## config.mk

```make
export PLATFORM = sky130hd
export DESIGN_NAME = program_sequencer_with_stack
export DESIGN_NICKNAME = d
export VERILOG_FILES = /design/src/seq_pkg.sv /design/src/program_sequencer_with_stack.sv
export SDC_FILE = /design/constraint.sdc
export NUM_CORES = 1
export LEC_CHECK = 0
export BUFFER_PORTS_ARGS = -buffer_cell sky130_fd_sc_hd__buf_2
export CORE_MARGIN = 4
export CORE_UTILIZATION = 35
export CTS_BUF_LIST = sky130_fd_sc_hd__clkbuf_4 sky130_fd_sc_hd__clkbuf_8 sky130_fd_sc_hd__clkbuf_16
export DETAILED_ROUTE_END_ITERATION = 10
export HOLD_SLACK_MARGIN = 0.1
export MAX_ROUTING_LAYER = met4
export PLACE_DENSITY = 0.55
export SYNTH_ARGS = -nofsm -noshare
export SYNTH_HDL_FRONTEND = slang
export SYNTH_SLANG_ARGS = --single-unit
```

## constraint.sdc

```tcl
create_clock -name clk -period 3.2 [get_ports clk]
set_input_delay 0.64 -clock clk [delete_from_list [all_inputs] [get_ports clk]]
set_output_delay 0.64 -clock clk [all_outputs]
set_load 0.02 [all_outputs]
```

## src/seq_pkg.sv

```systemverilog
// constants, commands and carriers of the program sequencer
package seq_pkg;

  // instruction cycle phases
  localparam int PHASE_COUNT = 4;
  localparam logic [1:0] PHASE_LAST = 2'h3;
  localparam logic [3:0] PHASE_OH_RESET = 4'h1;

  // fixed program addresses
  localparam logic [15:0] VEC_RESET = 16'h0000;
  localparam logic [15:0] VEC_EXT = 16'h0004;
  localparam logic [15:0] VEC_T0 = 16'h0008;
  localparam logic [15:0] VEC_T1 = 16'h000c;

  // register offsets in the data map, and the value read at unmapped offsets
  localparam logic [7:0] OFF_PTR_LOW = 8'h06;
  localparam logic [7:0] OFF_LOOKUP_INDEX = 8'h07;
  localparam logic [7:0] OFF_LOOKUP_HIGH = 8'h08;
  localparam logic [7:0] UNMAPPED_READ = 8'h00;

  // reset values
  localparam logic [7:0] LOOKUP_INDEX_RESET = 8'h00;
  localparam logic [7:0] LOOKUP_HIGH_RESET = 8'h00;

  // index of each source in the acknowledge vector
  localparam int ACK_EXT = 0;
  localparam int ACK_T0 = 1;
  localparam int ACK_T1 = 2;

  // sequencing request of the executing instruction
  typedef enum logic [2:0] {
    OP_NONE = 3'b000,
    OP_JUMP = 3'b001,
    OP_CALL = 3'b010,
    OP_RET = 3'b011,
    OP_ISR_RETURN_OP = 3'b100,
    OP_SKIP = 3'b101,
    OP_TAB_CUR = 3'b110,
    OP_TAB_LAST = 3'b111
  } seq_op_e;

  // sequencer state
  typedef enum logic [1:0] {
    ST_RUN = 2'b00,
    ST_FLUSH = 2'b01,
    ST_TABLE = 2'b10
  } seq_state_e;

  typedef struct packed {
    seq_op_e op;
    logic [15:0] target;
  } seq_cmd_s;

  typedef struct packed {
    logic we;
    logic [7:0] addr;
    logic [7:0] data;
  } reg_wr_s;

endpackage : seq_pkg

```

## src/program_sequencer_with_stack.sv

```systemverilog
// program sequencer: phases, pipeline, pointer, return stack, lookup reads
// How it works
// - four phases make one instruction cycle
// - fetch next word while current one executes
// - pointer changes add one dummy cycle
// - pointer width is a parameter, 10 to 13
// - pointer steps by one after each fetch
// - reset starts execution at word zero
// - enabled external request branches to 004h
// - enabled timer 0 overflow branches to 008h
// - enabled timer 1 overflow branches to 00ch
// - taken skip discards fetched word, dummy cycle
// - low byte write jumps within current page
// - jumps use instruction field, returns use stack
// - current page lookup uses pointer page, index
// - last page lookup forces upper bits high
// - lookup high part ignores software writes
// - lookup reads take two instruction cycles
// - stack depth parameter, hidden from software
// - calls and interrupts push, returns pop
// - reset leaves the stack empty
// - full stack holds interrupts until a pop
// - call on full stack overwrites oldest entry
// - rom width parameter, addressed by pointer or table
// - interrupt entry clears global interrupt allow
// - only the pointer is saved on entry
`timescale 1ns/10ps
module program_sequencer_with_stack
  import seq_pkg::*;
#(
  parameter int PC_W = 13,
  parameter int ROM_W = 16,
  parameter int DEPTH = 8,
  parameter bit HAS_T1 = 1'b1
) (
  // clock and reset
  input wire logic clk,
  input wire logic reset_n,
  // program rom
  output logic [PC_W-1:0] rom_addr,
  input wire logic [ROM_W-1:0] rom_data,
  // execute side
  output logic [ROM_W-1:0] exec_word,
  output logic exec_valid,
  output logic [3:0] phase_oh,
  input wire seq_cmd_s cmd,
  // data map access
  input wire reg_wr_s reg_wr,
  input wire logic [7:0] reg_rd_addr,
  output logic [7:0] reg_rd_data,
  // lookup result
  output logic [7:0] lookup_low,
  output logic lookup_low_valid,
  // interrupt unit
  input wire logic irq_ext_n,
  input wire logic ext_en,
  input wire logic t0_req,
  input wire logic t1_req,
  input wire logic global_irq_allow,
  output logic [2:0] irq_ack,
  output logic global_irq_clear,
  output logic global_irq_set
);

  localparam int PW = (DEPTH > 1) ? $clog2(DEPTH) : 1;
  localparam logic [PW:0] DEPTH_FULL =
      (PW+1)'(DEPTH); // full once every entry holds an address

  logic [1:0] rst_sync_r;
  logic rst_n;
  logic [1:0] ext_sync_r;
  logic [1:0] phase_r;
  logic [3:0] phase_oh_r;
  seq_state_e state_r, state_nxt;
  logic [PC_W-1:0] pc_r, pc_nxt;
  logic [ROM_W-1:0] ir_r, ir_nxt;
  logic [PC_W-1:0] tab_addr_r, tab_addr_nxt;
  logic [7:0] index_r, high_r, low_r, rd_r;
  logic low_valid_r;
  logic [2:0] ack_r, ack_nxt;
  logic clr_r, clr_nxt, set_r, set_nxt;
  logic [PW-1:0] sp_r, sp_nxt;
  logic [PW:0] depth_r, depth_nxt;
  logic push, pop;
  logic [PC_W-1:0] push_val;
  logic [PC_W-1:0] stack_mem [DEPTH];

  // step a counter by one at its own width
  function automatic logic [PC_W-1:0] inc_pc(input logic [PC_W-1:0] v);
    inc_pc = v + 1'b1;
  endfunction : inc_pc

  // reset release through two flops
  always_ff @(posedge clk or negedge reset_n) begin
    if (!reset_n) begin
      rst_sync_r <= 2'h0;
    end else begin
      rst_sync_r <= {rst_sync_r[0], 1'b1};
    end
  end
  assign rst_n = rst_sync_r[1];

  // external request pin synchroniser
  always_ff @(posedge clk or negedge rst_n) begin
    if (!rst_n) begin
      ext_sync_r <= 2'h3;
    end else begin
      ext_sync_r <= {ext_sync_r[0], irq_ext_n};
    end
  end

  // phase counter and non-overlapping phase enables
  always_ff @(posedge clk or negedge rst_n) begin
    if (!rst_n) begin
      phase_r <= 2'h0;
      phase_oh_r <= PHASE_OH_RESET;
    end else begin
      phase_r <= phase_r + 1'b1;
      phase_oh_r <= {phase_oh_r[2:0], phase_oh_r[3]};
    end
  end

  // decode of the cycle boundary and requests
  wire boundary = (phase_r == PHASE_LAST);
  wire running = (state_r == ST_RUN);
  wire ptr_low_wr = running && reg_wr.we && (reg_wr.addr == OFF_PTR_LOW);
  wire index_wr = running && reg_wr.we &&
      (reg_wr.addr == OFF_LOOKUP_INDEX);
  wire stack_full = (depth_r == DEPTH_FULL);
  wire ext_want = !ext_sync_r[1] && ext_en;
  wire t1_want = HAS_T1 && t1_req;
  wire irq_ok = global_irq_allow && !stack_full;
  wire take_irq = irq_ok && (ext_want || t0_req || t1_want);
  wire op_plain = (cmd.op == OP_NONE) && !ptr_low_wr;
  wire [PC_W-1:0] stack_top = stack_mem[sp_r - 1'b1];
  wire [PC_W-1:0] target = cmd.target[PC_W-1:0];
  wire [PC_W-1:0] page_cur = {pc_r[PC_W-1:8], index_r};
  wire [PC_W-1:0] page_last = {{(PC_W-8){1'b1}}, index_r};

  // highest priority vector and its acknowledge bit
  logic [PC_W-1:0] irq_vec;
  logic [2:0] irq_pick;
  always_comb begin
    irq_vec = VEC_T1[PC_W-1:0];
    irq_pick = 3'h0;
    irq_pick[ACK_T1] = 1'b1;
    if (ext_want) begin
      irq_vec = VEC_EXT[PC_W-1:0];
      irq_pick = 3'h0;
      irq_pick[ACK_EXT] = 1'b1;
    end else if (t0_req) begin
      irq_vec = VEC_T0[PC_W-1:0];
      irq_pick = 3'h0;
      irq_pick[ACK_T0] = 1'b1;
    end
  end

  // next state of the sequencer at each cycle boundary
  always_comb begin
    state_nxt = state_r;
    pc_nxt = pc_r;
    ir_nxt = ir_r;
    tab_addr_nxt = tab_addr_r;
    ack_nxt = 3'h0;
    clr_nxt = 1'b0;
    set_nxt = 1'b0;
    push = 1'b0;
    pop = 1'b0;
    push_val = pc_r;
    if (boundary) begin
      case (state_r)
        ST_RUN: begin
          case (cmd.op)
            OP_JUMP: begin
              pc_nxt = target;
              state_nxt = ST_FLUSH;
            end
            OP_CALL: begin
              push = 1'b1;
              pc_nxt = target;
              state_nxt = ST_FLUSH;
            end
            OP_RET, OP_ISR_RETURN_OP: begin
              pop = 1'b1;
              pc_nxt = stack_top;
              set_nxt = (cmd.op == OP_ISR_RETURN_OP);
              state_nxt = ST_FLUSH;
            end
            OP_SKIP: begin
              pc_nxt = inc_pc(pc_r);
              state_nxt = ST_FLUSH;
            end
            OP_TAB_CUR, OP_TAB_LAST: begin
              tab_addr_nxt = (cmd.op == OP_TAB_CUR) ? page_cur : page_last;
              ir_nxt = rom_data;
              pc_nxt = inc_pc(pc_r);
              state_nxt = ST_TABLE;
            end
            default: begin
              if (ptr_low_wr) begin
                pc_nxt = {pc_r[PC_W-1:8], reg_wr.data};
                state_nxt = ST_FLUSH;
              end else if (op_plain && take_irq) begin
                push = 1'b1;
                pc_nxt = irq_vec;
                ack_nxt = irq_pick;
                clr_nxt = 1'b1;
                state_nxt = ST_FLUSH;
              end else begin
                ir_nxt = rom_data;
                pc_nxt = inc_pc(pc_r);
              end
            end
          endcase
        end
        ST_FLUSH: begin
          ir_nxt = rom_data;
          pc_nxt = inc_pc(pc_r);
          state_nxt = ST_RUN;
        end
        ST_TABLE: begin
          state_nxt = ST_RUN;
        end
        default: begin
          state_nxt = ST_FLUSH;
        end
      endcase
    end
  end

  // stack pointer and depth after a push or pop
  always_comb begin
    sp_nxt = sp_r;
    depth_nxt = depth_r;
    if (push) begin
      sp_nxt = (sp_r == PW'(DEPTH - 1)) ? '0 : sp_r + 1'b1;
      depth_nxt = stack_full ? depth_r : depth_r + 1'b1;
    end else if (pop) begin
      sp_nxt = (sp_r == '0) ? PW'(DEPTH - 1) : sp_r - 1'b1;
      depth_nxt = (depth_r == '0) ? depth_r : depth_r - 1'b1;
    end
  end

  // sequencer registers
  always_ff @(posedge clk or negedge rst_n) begin
    if (!rst_n) begin
      state_r <= ST_FLUSH;
      pc_r <= VEC_RESET[PC_W-1:0];
      ir_r <= '0;
      tab_addr_r <= '0;
      ack_r <= 3'h0;
      clr_r <= 1'b0;
      set_r <= 1'b0;
    end else begin
      state_r <= state_nxt;
      pc_r <= pc_nxt;
      ir_r <= ir_nxt;
      tab_addr_r <= tab_addr_nxt;
      ack_r <= ack_nxt;
      clr_r <= clr_nxt;
      set_r <= set_nxt;
    end
  end

  // stack index, empty after reset
  always_ff @(posedge clk or negedge rst_n) begin
    if (!rst_n) begin
      sp_r <= '0;
      depth_r <= '0;
    end else begin
      sp_r <= sp_nxt;
      depth_r <= depth_nxt;
    end
  end

  // stack storage, circular so the oldest entry is overwritten
  always_ff @(posedge clk) begin
    if (push) begin
      stack_mem[sp_r] <= push_val;
    end
  end

  // lookup index register and lookup result capture
  always_ff @(posedge clk or negedge rst_n) begin
    if (!rst_n) begin
      index_r <= LOOKUP_INDEX_RESET;
      high_r <= LOOKUP_HIGH_RESET;
      low_r <= 8'h00;
      low_valid_r <= 1'b0;
    end else begin
      low_valid_r <= 1'b0;
      if (boundary && index_wr) begin
        index_r <= reg_wr.data;
      end
      if (boundary && state_r == ST_TABLE) begin
        low_r <= rom_data[7:0];
        high_r <= 8'(rom_data[ROM_W-1:8]);
        low_valid_r <= 1'b1;
      end
    end
  end

  // read port of the mapped registers, stack never visible
  wire [7:0] rd_sel = (reg_rd_addr == OFF_PTR_LOW) ? pc_r[7:0] :
      (reg_rd_addr == OFF_LOOKUP_INDEX) ? index_r :
      (reg_rd_addr == OFF_LOOKUP_HIGH) ? high_r : UNMAPPED_READ;
  always_ff @(posedge clk or negedge rst_n) begin
    if (!rst_n) begin
      rd_r <= UNMAPPED_READ;
    end else begin
      rd_r <= rd_sel;
    end
  end

  // outputs
  assign rom_addr = (state_r == ST_TABLE) ? tab_addr_r : pc_r;
  assign exec_word = ir_r;
  assign exec_valid = running;
  assign phase_oh = phase_oh_r;
  assign reg_rd_data = rd_r;
  assign lookup_low = low_r;
  assign lookup_low_valid = low_valid_r;
  assign irq_ack = ack_r;
  assign global_irq_clear = clr_r;
  assign global_irq_set = set_r;

endmodule : program_sequencer_with_stack

```

== Word-level counts from Yosys, hierarchy flattened ==
Memories as Yosys holds them, arrays and structs flattened.
Cells that the tools add are included.

* Memories: 1
* Word-level logic and storage cells: 136
* Bits of input ports: 67
* Register bits after elaboration: 99
* Output and inout bits: 56
* Memory bits (writable): 104

{| class="wikitable"
|+ Memory list
! memory !! words !! width !! read ports !! clocked after Yosys merged registers in !! write ports !! line !! source
|-
| stack_mem || 8 || 13 || 1 || 0 || 1 || program_sequencer_with_stack.sv:86 || <nowiki>logic [PC_W-1:0] stack_mem [DEPTH];</nowiki>
|}

* Eq/ne operators: 24
* Reduce and logical (&&, ||, !) cells: 35
* Multiplexer cells: 51
* Add/sub/neg operators: 6

{| class="wikitable"
|+ Operators with widths
! kind !! count
|-
| 16-bit one-hot mux with 2 select lines || 2
|-
| 13-bit two-way mux || 4
|-
| 13-bit one-hot mux with 3 select lines || 1
|-
| 3-bit two-way mux || 12
|-
| 8-bit by 3-bit == test with 1-bit output, second input constant || 4
|-
| 16-bit two-way mux || 2
|-
| 13-bit one-hot mux with 2 select lines || 1
|-
| 8-bit two-way mux || 3
|-
| 4-bit two-way mux || 5
|-
| 1-bit two-way mux || 16
|-
| 3-bit == test, second input constant || 5
|-
| 13-bit by 1-bit adder with 13-bit output, second input constant || 1
|-
| 1-bit logical AND || 10
|-
| 3-bit AND reduction || 3
|-
| 8-bit by 4-bit == test with 1-bit output, second input constant || 1
|-
| 2-bit one-hot mux with 2 select lines || 2
|-
| 2-bit OR reduction || 4
|-
| 7-bit OR reduction || 1
|-
| 3-bit by 2-bit == test with 1-bit output, second input constant || 2
|-
| 3-bit zero test || 2
|-
| 2-bit != test, second input constant || 3
|-
| 3-bit by 2-bit != test with 1-bit output, second input constant || 2
|-
| 6-bit OR reduction || 1
|-
| 5-bit by 2-bit != test with 1-bit output, second input constant || 1
|-
| other kinds (21) || 28
|}

== Logic depth before layout (Yosys ltp) ==
* Word-level depth: 13
* Depth in mapped cells: 13
* Gate-level depth less buffers: 12

== Least setup slack after synthesis ==
OpenSTA, ideal clock, no wires.

* Path type: input-to-reg
* Start point: input cmd[16] (netlist name)
* End point: memory stack_mem[0][0], enable pin
* Required time: 2.800 ns
* Arrival time: 2.998 ns
* Cell stages on the path: 6
* Path buffers: 1
* Path slack: -0.197 ns
* Setup time: 0.400 ns
* Path through: buf_6 > or4b_4 > a2111o_1 > o22ai_2 > nand2b_1 > nor3_1

* Cells in the longest elaborated chain, start to end: 10
* Elaborated cells between the ends (all ways): 18
* Classes of those cells: 7 x eq/ne; 7 x mux; 4 x reduce/logical

{| class="wikitable"
|+ RTL lines
! item !! line !! source
|-
| from (decl) || program_sequencer_with_stack.sv:46 || <nowiki>input wire seq_cmd_s cmd,</nowiki>
|-
| 3-bit zero test || program_sequencer_with_stack.sv:134 || <nowiki>wire op_plain = (cmd.op == OP_NONE) && !ptr_low_wr;</nowiki>
|-
| 1-bit logical AND || program_sequencer_with_stack.sv:134 ||
|-
| 1-bit logical AND || program_sequencer_with_stack.sv:203 || <nowiki>end else if (op_plain && take_irq) begin</nowiki>
|-
| 1-bit two-way mux || program_sequencer_with_stack.sv:203 ||
|-
| 1-bit two-way mux || program_sequencer_with_stack.sv:200 || <nowiki>if (ptr_low_wr) begin</nowiki>
|-
| 1-bit one-hot mux with 2 select lines (*) || program_sequencer_with_stack.sv:173 || <nowiki>case (cmd.op)</nowiki>
|-
| 1-bit two-way mux (*) || program_sequencer_with_stack.sv:171 || <nowiki>case (state_r)</nowiki>
|-
| 1-bit two-way mux (*) || program_sequencer_with_stack.sv:170 || <nowiki>if (boundary) begin</nowiki>
|-
| 1-bit two-way mux (*) || program_sequencer_with_stack.sv:278 || <nowiki>if (push) begin</nowiki>
|-
| 1-bit two-way mux (implied by the code) (*) || program_sequencer_with_stack.sv:279 || <nowiki>stack_mem[sp_r] <= push_val;</nowiki>
|-
| to (decl) || program_sequencer_with_stack.sv:86 ||
|}

Mark *: on every way between the ends. The rest lies on a longest branch, timed or not.

== Final worst setup path ==
* Start point: register state_r[0]
* End point: output rom_addr[12]

* Cells in the longest elaborated chain, start to end: 2

{| class="wikitable"
|+ RTL lines
! item !! line !! source
|-
| from (decl) || program_sequencer_with_stack.sv:74 || <nowiki>seq_state_e state_r, state_nxt;</nowiki>
|-
| from (signal assigned) || program_sequencer_with_stack.sv:255 || <nowiki>state_r <= state_nxt;</nowiki>
|-
| 2-bit == test || program_sequencer_with_stack.sv:316 || <nowiki>assign rom_addr = (state_r == ST_TABLE) ? tab_addr_r : pc_r;</nowiki>
|-
| 13-bit two-way mux || program_sequencer_with_stack.sv:316 ||
|-
| to (decl) || program_sequencer_with_stack.sv:40 || <nowiki>output logic [PC_W-1:0] rom_addr,</nowiki>
|}

Every way passes these cells.

==> flow_metrics.env <==
export IMPL_status="finished, final reports clean"
export IMPL_cap_violations=0
export IMPL_grt_overflow=0
export IMPL_grt_pass1_vias=6224
export IMPL_regArea_sq_um=5610
export IMPL_die_h_um=168
export IMPL_dr_total_vias=6037
export IMPL_p_seq_share_pct=37.7
export IMPL_swShare_pct=33.9
export IMPL_place_hpwl_um=16100
export IMPL_r2r_start="state_r[0]$_DFFE_PN1P_"
export IMPL_nets=921
export IMPL_yosysTopAreaCell="edfxtp_1"
export IMPL_fin_crit_sh_pct=90.7
export IMPL_critPathKind="reg -> out"
export IMPL_max_slew_worst_pin_slew_ns=0.744
export IMPL_cp_max_fo=17
export IMPL_ys_ff_latch=203
export IMPL_routedWlPerCell_um=19.2
export IMPL_antenna_found_initial=2
export IMPL_crit_arrival_ns=2.26
export IMPL_fin_setup_tns_ns=0
export IMPL_synth_flop_cell="edfxtp_1"
export IMPL_hold_path_cell_count=1
export IMPL_yosysWarnings=0
export IMPL_slew_violations=0
export IMPL_timing_hold_ws_ns=0.224
export IMPL_synth_async_reset_ratio_pct=48.8
export IMPL_min_delay_path_class="in -> reg"
export IMPL_finalPower_mw=10.0
export IMPL_hold_violations=0
export IMPL_fin_crit_ns=2.90
export IMPL_reg2regPathDepth=12
export IMPL_grt_max_degree=58
export IMPL_ys_seq_area_share_pct=62.9
export IMPL_path_cells="inv_1, ha_1, mux2_2, buf_2"
export IMPL_crit_path_start="state_r[0]$_DFFE_PN1P_"
export IMPL_totalWireLength_um=22800
export IMPL_numCtsBuffers=24
export IMPL_ios=123
export IMPL_r2r_end="depth_r[3]$_DFFE_PN0P_"
export IMPL_start_util_pct=35.5
export IMPL_coreArea_sq_um=25100
export IMPL_gp_congestion=0.813
export IMPL_cts_tree="built"
export IMPL_internal_power_mw=6.62
export IMPL_first_pass_iters=5
export IMPL_die_area_sq_um=28100
export IMPL_setup_violations=0
export IMPL_antenna_left=0
export IMPL_die_w_um=168
export IMPL_leakagePower_nw=4.54
export IMPL_p_comb_share_pct=32.6
export IMPL_cts_root_buf="clkbuf_16"
export IMPL_setup_worst_path_end="rom_addr[12]"
export IMPL_cts_sinks=203
export IMPL_vias_per_cell=5.07
export IMPL_drive_gt1_share_pct=35.9
export IMPL_syn_inst=677
export IMPL_synth_area_leaders="edfxtp_1 (35%), dfrtp_1 (27%), mux2_2 (6.6%)"
export IMPL_stdcell_area_sq_um=11100
export IMPL_slew_headroom_pct=50.4
export IMPL_yosysTopAreaCellShare_pct=35.1
export IMPL_cts_max_path_buffers=3
export IMPL_r2r_slack_ns=0.32
export IMPL_clk_pin_slew_ns=0.06
export IMPL_multiInputGateArea_sq_um=3130
export IMPL_dpl_cell_area_sq_um=10200
export IMPL_p_sw_mw=3.39
export IMPL_globalRouteTotalUtil_pct=16.7
export IMPL_post_route_drc_count=0
export IMPL_ir_drop_v=0.000527
export IMPL_final_cells=1190
export IMPL_drt_initial_drc_count=389
export IMPL_area_growth_pct=24.6
export IMPL_ys_types=75
export IMPL_p_per_area_nw_per_um2=902
export IMPL_start_kind="flip-flop"
export IMPL_synth_nets=758
export IMPL_clkPwrFrac_pct=29.7
export IMPL_cts_resized=0
export IMPL_critPathCaptureType="output pin"
export IMPL_required_ns=2.56
export IMPL_cp_slowest_cell="ha_1"
export IMPL_htree_levels=1
export IMPL_synth_edff_count=104
export IMPL_syn_area_sq_um=8910
export IMPL_dp_cells=1143
export IMPL_grt_pass1_wl_um=36100
export IMPL_io_buffers=119
export IMPL_rsz0062_at_grt="false"
export IMPL_fmax_mhz=344
export IMPL_layout_commonest_cell="buf_2"
export IMPL_avgSynthCellArea_sq_um=13.2
export IMPL_rows=58
export IMPL_clock_skew_ns=0.0188
export IMPL_cpPeakStageDelay_ns=0.65
export IMPL_insertion_delay_ns=0.52
export IMPL_final_cell_mix="buf_2 (119), nand2_1 (104), edfxtp_1 (104)"
export IMPL_fillers=2392
==> worst max-delay path: cells and delay by family (launching register included) <==
kind,cells,cell delay [ns]
multiplexers,1,0.45
adder cells (fa/ha/maj),1,0.65
buffers and inverters,2,0.26
flip-flops,1,0.37
==> routing by layer <==
layer | share of wire [%] | vias to the layer above | track usage [%] | routed length, um
li1 | - | 2851 | - | -
met1 | 44 | 2996 | 21.9 | 9940
met2 | 47 | 158 | 26.6 | 10800
met3 | 6.6 | 32 | 3.92 | 1510
met4 | 2.4 | 0 | 3.95 | 541
met5 | 0 | - | - | 0
==> state kept, by name (all words and copies together) (netlist names), 8 cells and up <==
name	flops
lookup_low	8
high_r	8
tab_addr_r	13
index_r	8
reg_rd_data	8
stack_mem	104
pc_r	13
exec_word	16
==> power groups by stage <==
stage                     Clock [mW]  Combinational (mW)  Sequential [mW]
after global placement             0                3.28             3.80
final                           2.98                3.26             3.77
after CTS                       3.05                3.31             3.78
after detailed placement           0                3.30             3.82
after floorplan                    0                1.89             3.93
after global routing            3.17                3.58             3.84
==> how the worst min path moves through the flow <==
| stage | from | end | slack (ns) |
|---|---|---|---|
| 6_report | irq_ext_n | ext_sync_r[0]$_DFF_PN1_ | 0.22 |
| 2_1_floorplan | rst_sync_r[0]$_DFF_PN0_ | rst_sync_r[1]$_DFF_PN0_ | 0.33 |
| 5_1_grt | irq_ext_n | ext_sync_r[0]$_DFF_PN1_ | 0.21 |
| 4_1_cts | irq_ext_n | ext_sync_r[0]$_DFF_PN1_ | 0.20 |
| 3_5_place_dp | rst_sync_r[1]$_DFF_PN0_ | phase_oh[3]$_DFF_PN0_ | 0.34 |
| 3_3_place_gp | rst_sync_r[1]$_DFF_PN0_ | phase_oh[3]$_DFF_PN0_ | 0.34 |
==> Yosys cell counts (3+ instances only) <==
cell type and count:
a31oi_1 7, nor3_1 14, xnor2_1 7, mux4_2 14, a22oi_1 5, a21oi_1 18
dfrtp_1 95, nand3_1 13, o21ai_0 38, ha_1 13, a221oi_1 4, nor4b_1 4
a32oi_1 4, buf_2 3, nand2b_1 6, inv_1 15, mux2i_1 12, nand2_1 104
buf_6 3, mux2_2 52, a21o_1 3, and3_1 7, dfstp_2 4, edfxtp_1 104
o22a_1 5, nor2_1 30, clkbuf_1 22, nand4_1 10
==> cell families after synthesis <==
kind of cell / synth area share [%]
other: 0.0421
AND/OR/NAND/NOR: 11.3
buffers and inverters: 2.36
XOR/XNOR: 0.885
multiplexers: 11.5
flip-flops: 62.9
AO/OA/AOI/OAI: 8.92
adder cells (fa/ha/maj): 2.05
==> cell type report <==
cell class | count | share of cell area [%]
clock inverters | 13 | 1.88
well taps | 330 | 3.72
clock buffers | 31 | 6.11
multi-input cells | 427 | 28.2
inverters | 15 | 0.507
flip-flops and latches | 203 | 50.6
repair buffers | 169 | 9.00
diodes | 2 | 0.0451
==> what timing repair did <==
action,CTS,global route
buffers inserted,0,0
endpoints found under the hold margin,2,0
hold buffers,1,0
==> through the flow <==
| step | worst slack (ns) | utilization (%) |
|---|---|---|
| after detailed placement | 0.203 | 40.6 |
| after floorplan | -0.197 | - |
| after global routing | 0.115 | 44.2 |
| after CTS | 0.250 | 44.2 |
| after global placement | 0.208 | 40.6 |
| final | 0.296 | 44.2 |
No activity file was read; power rests on OpenSTA's default activity.
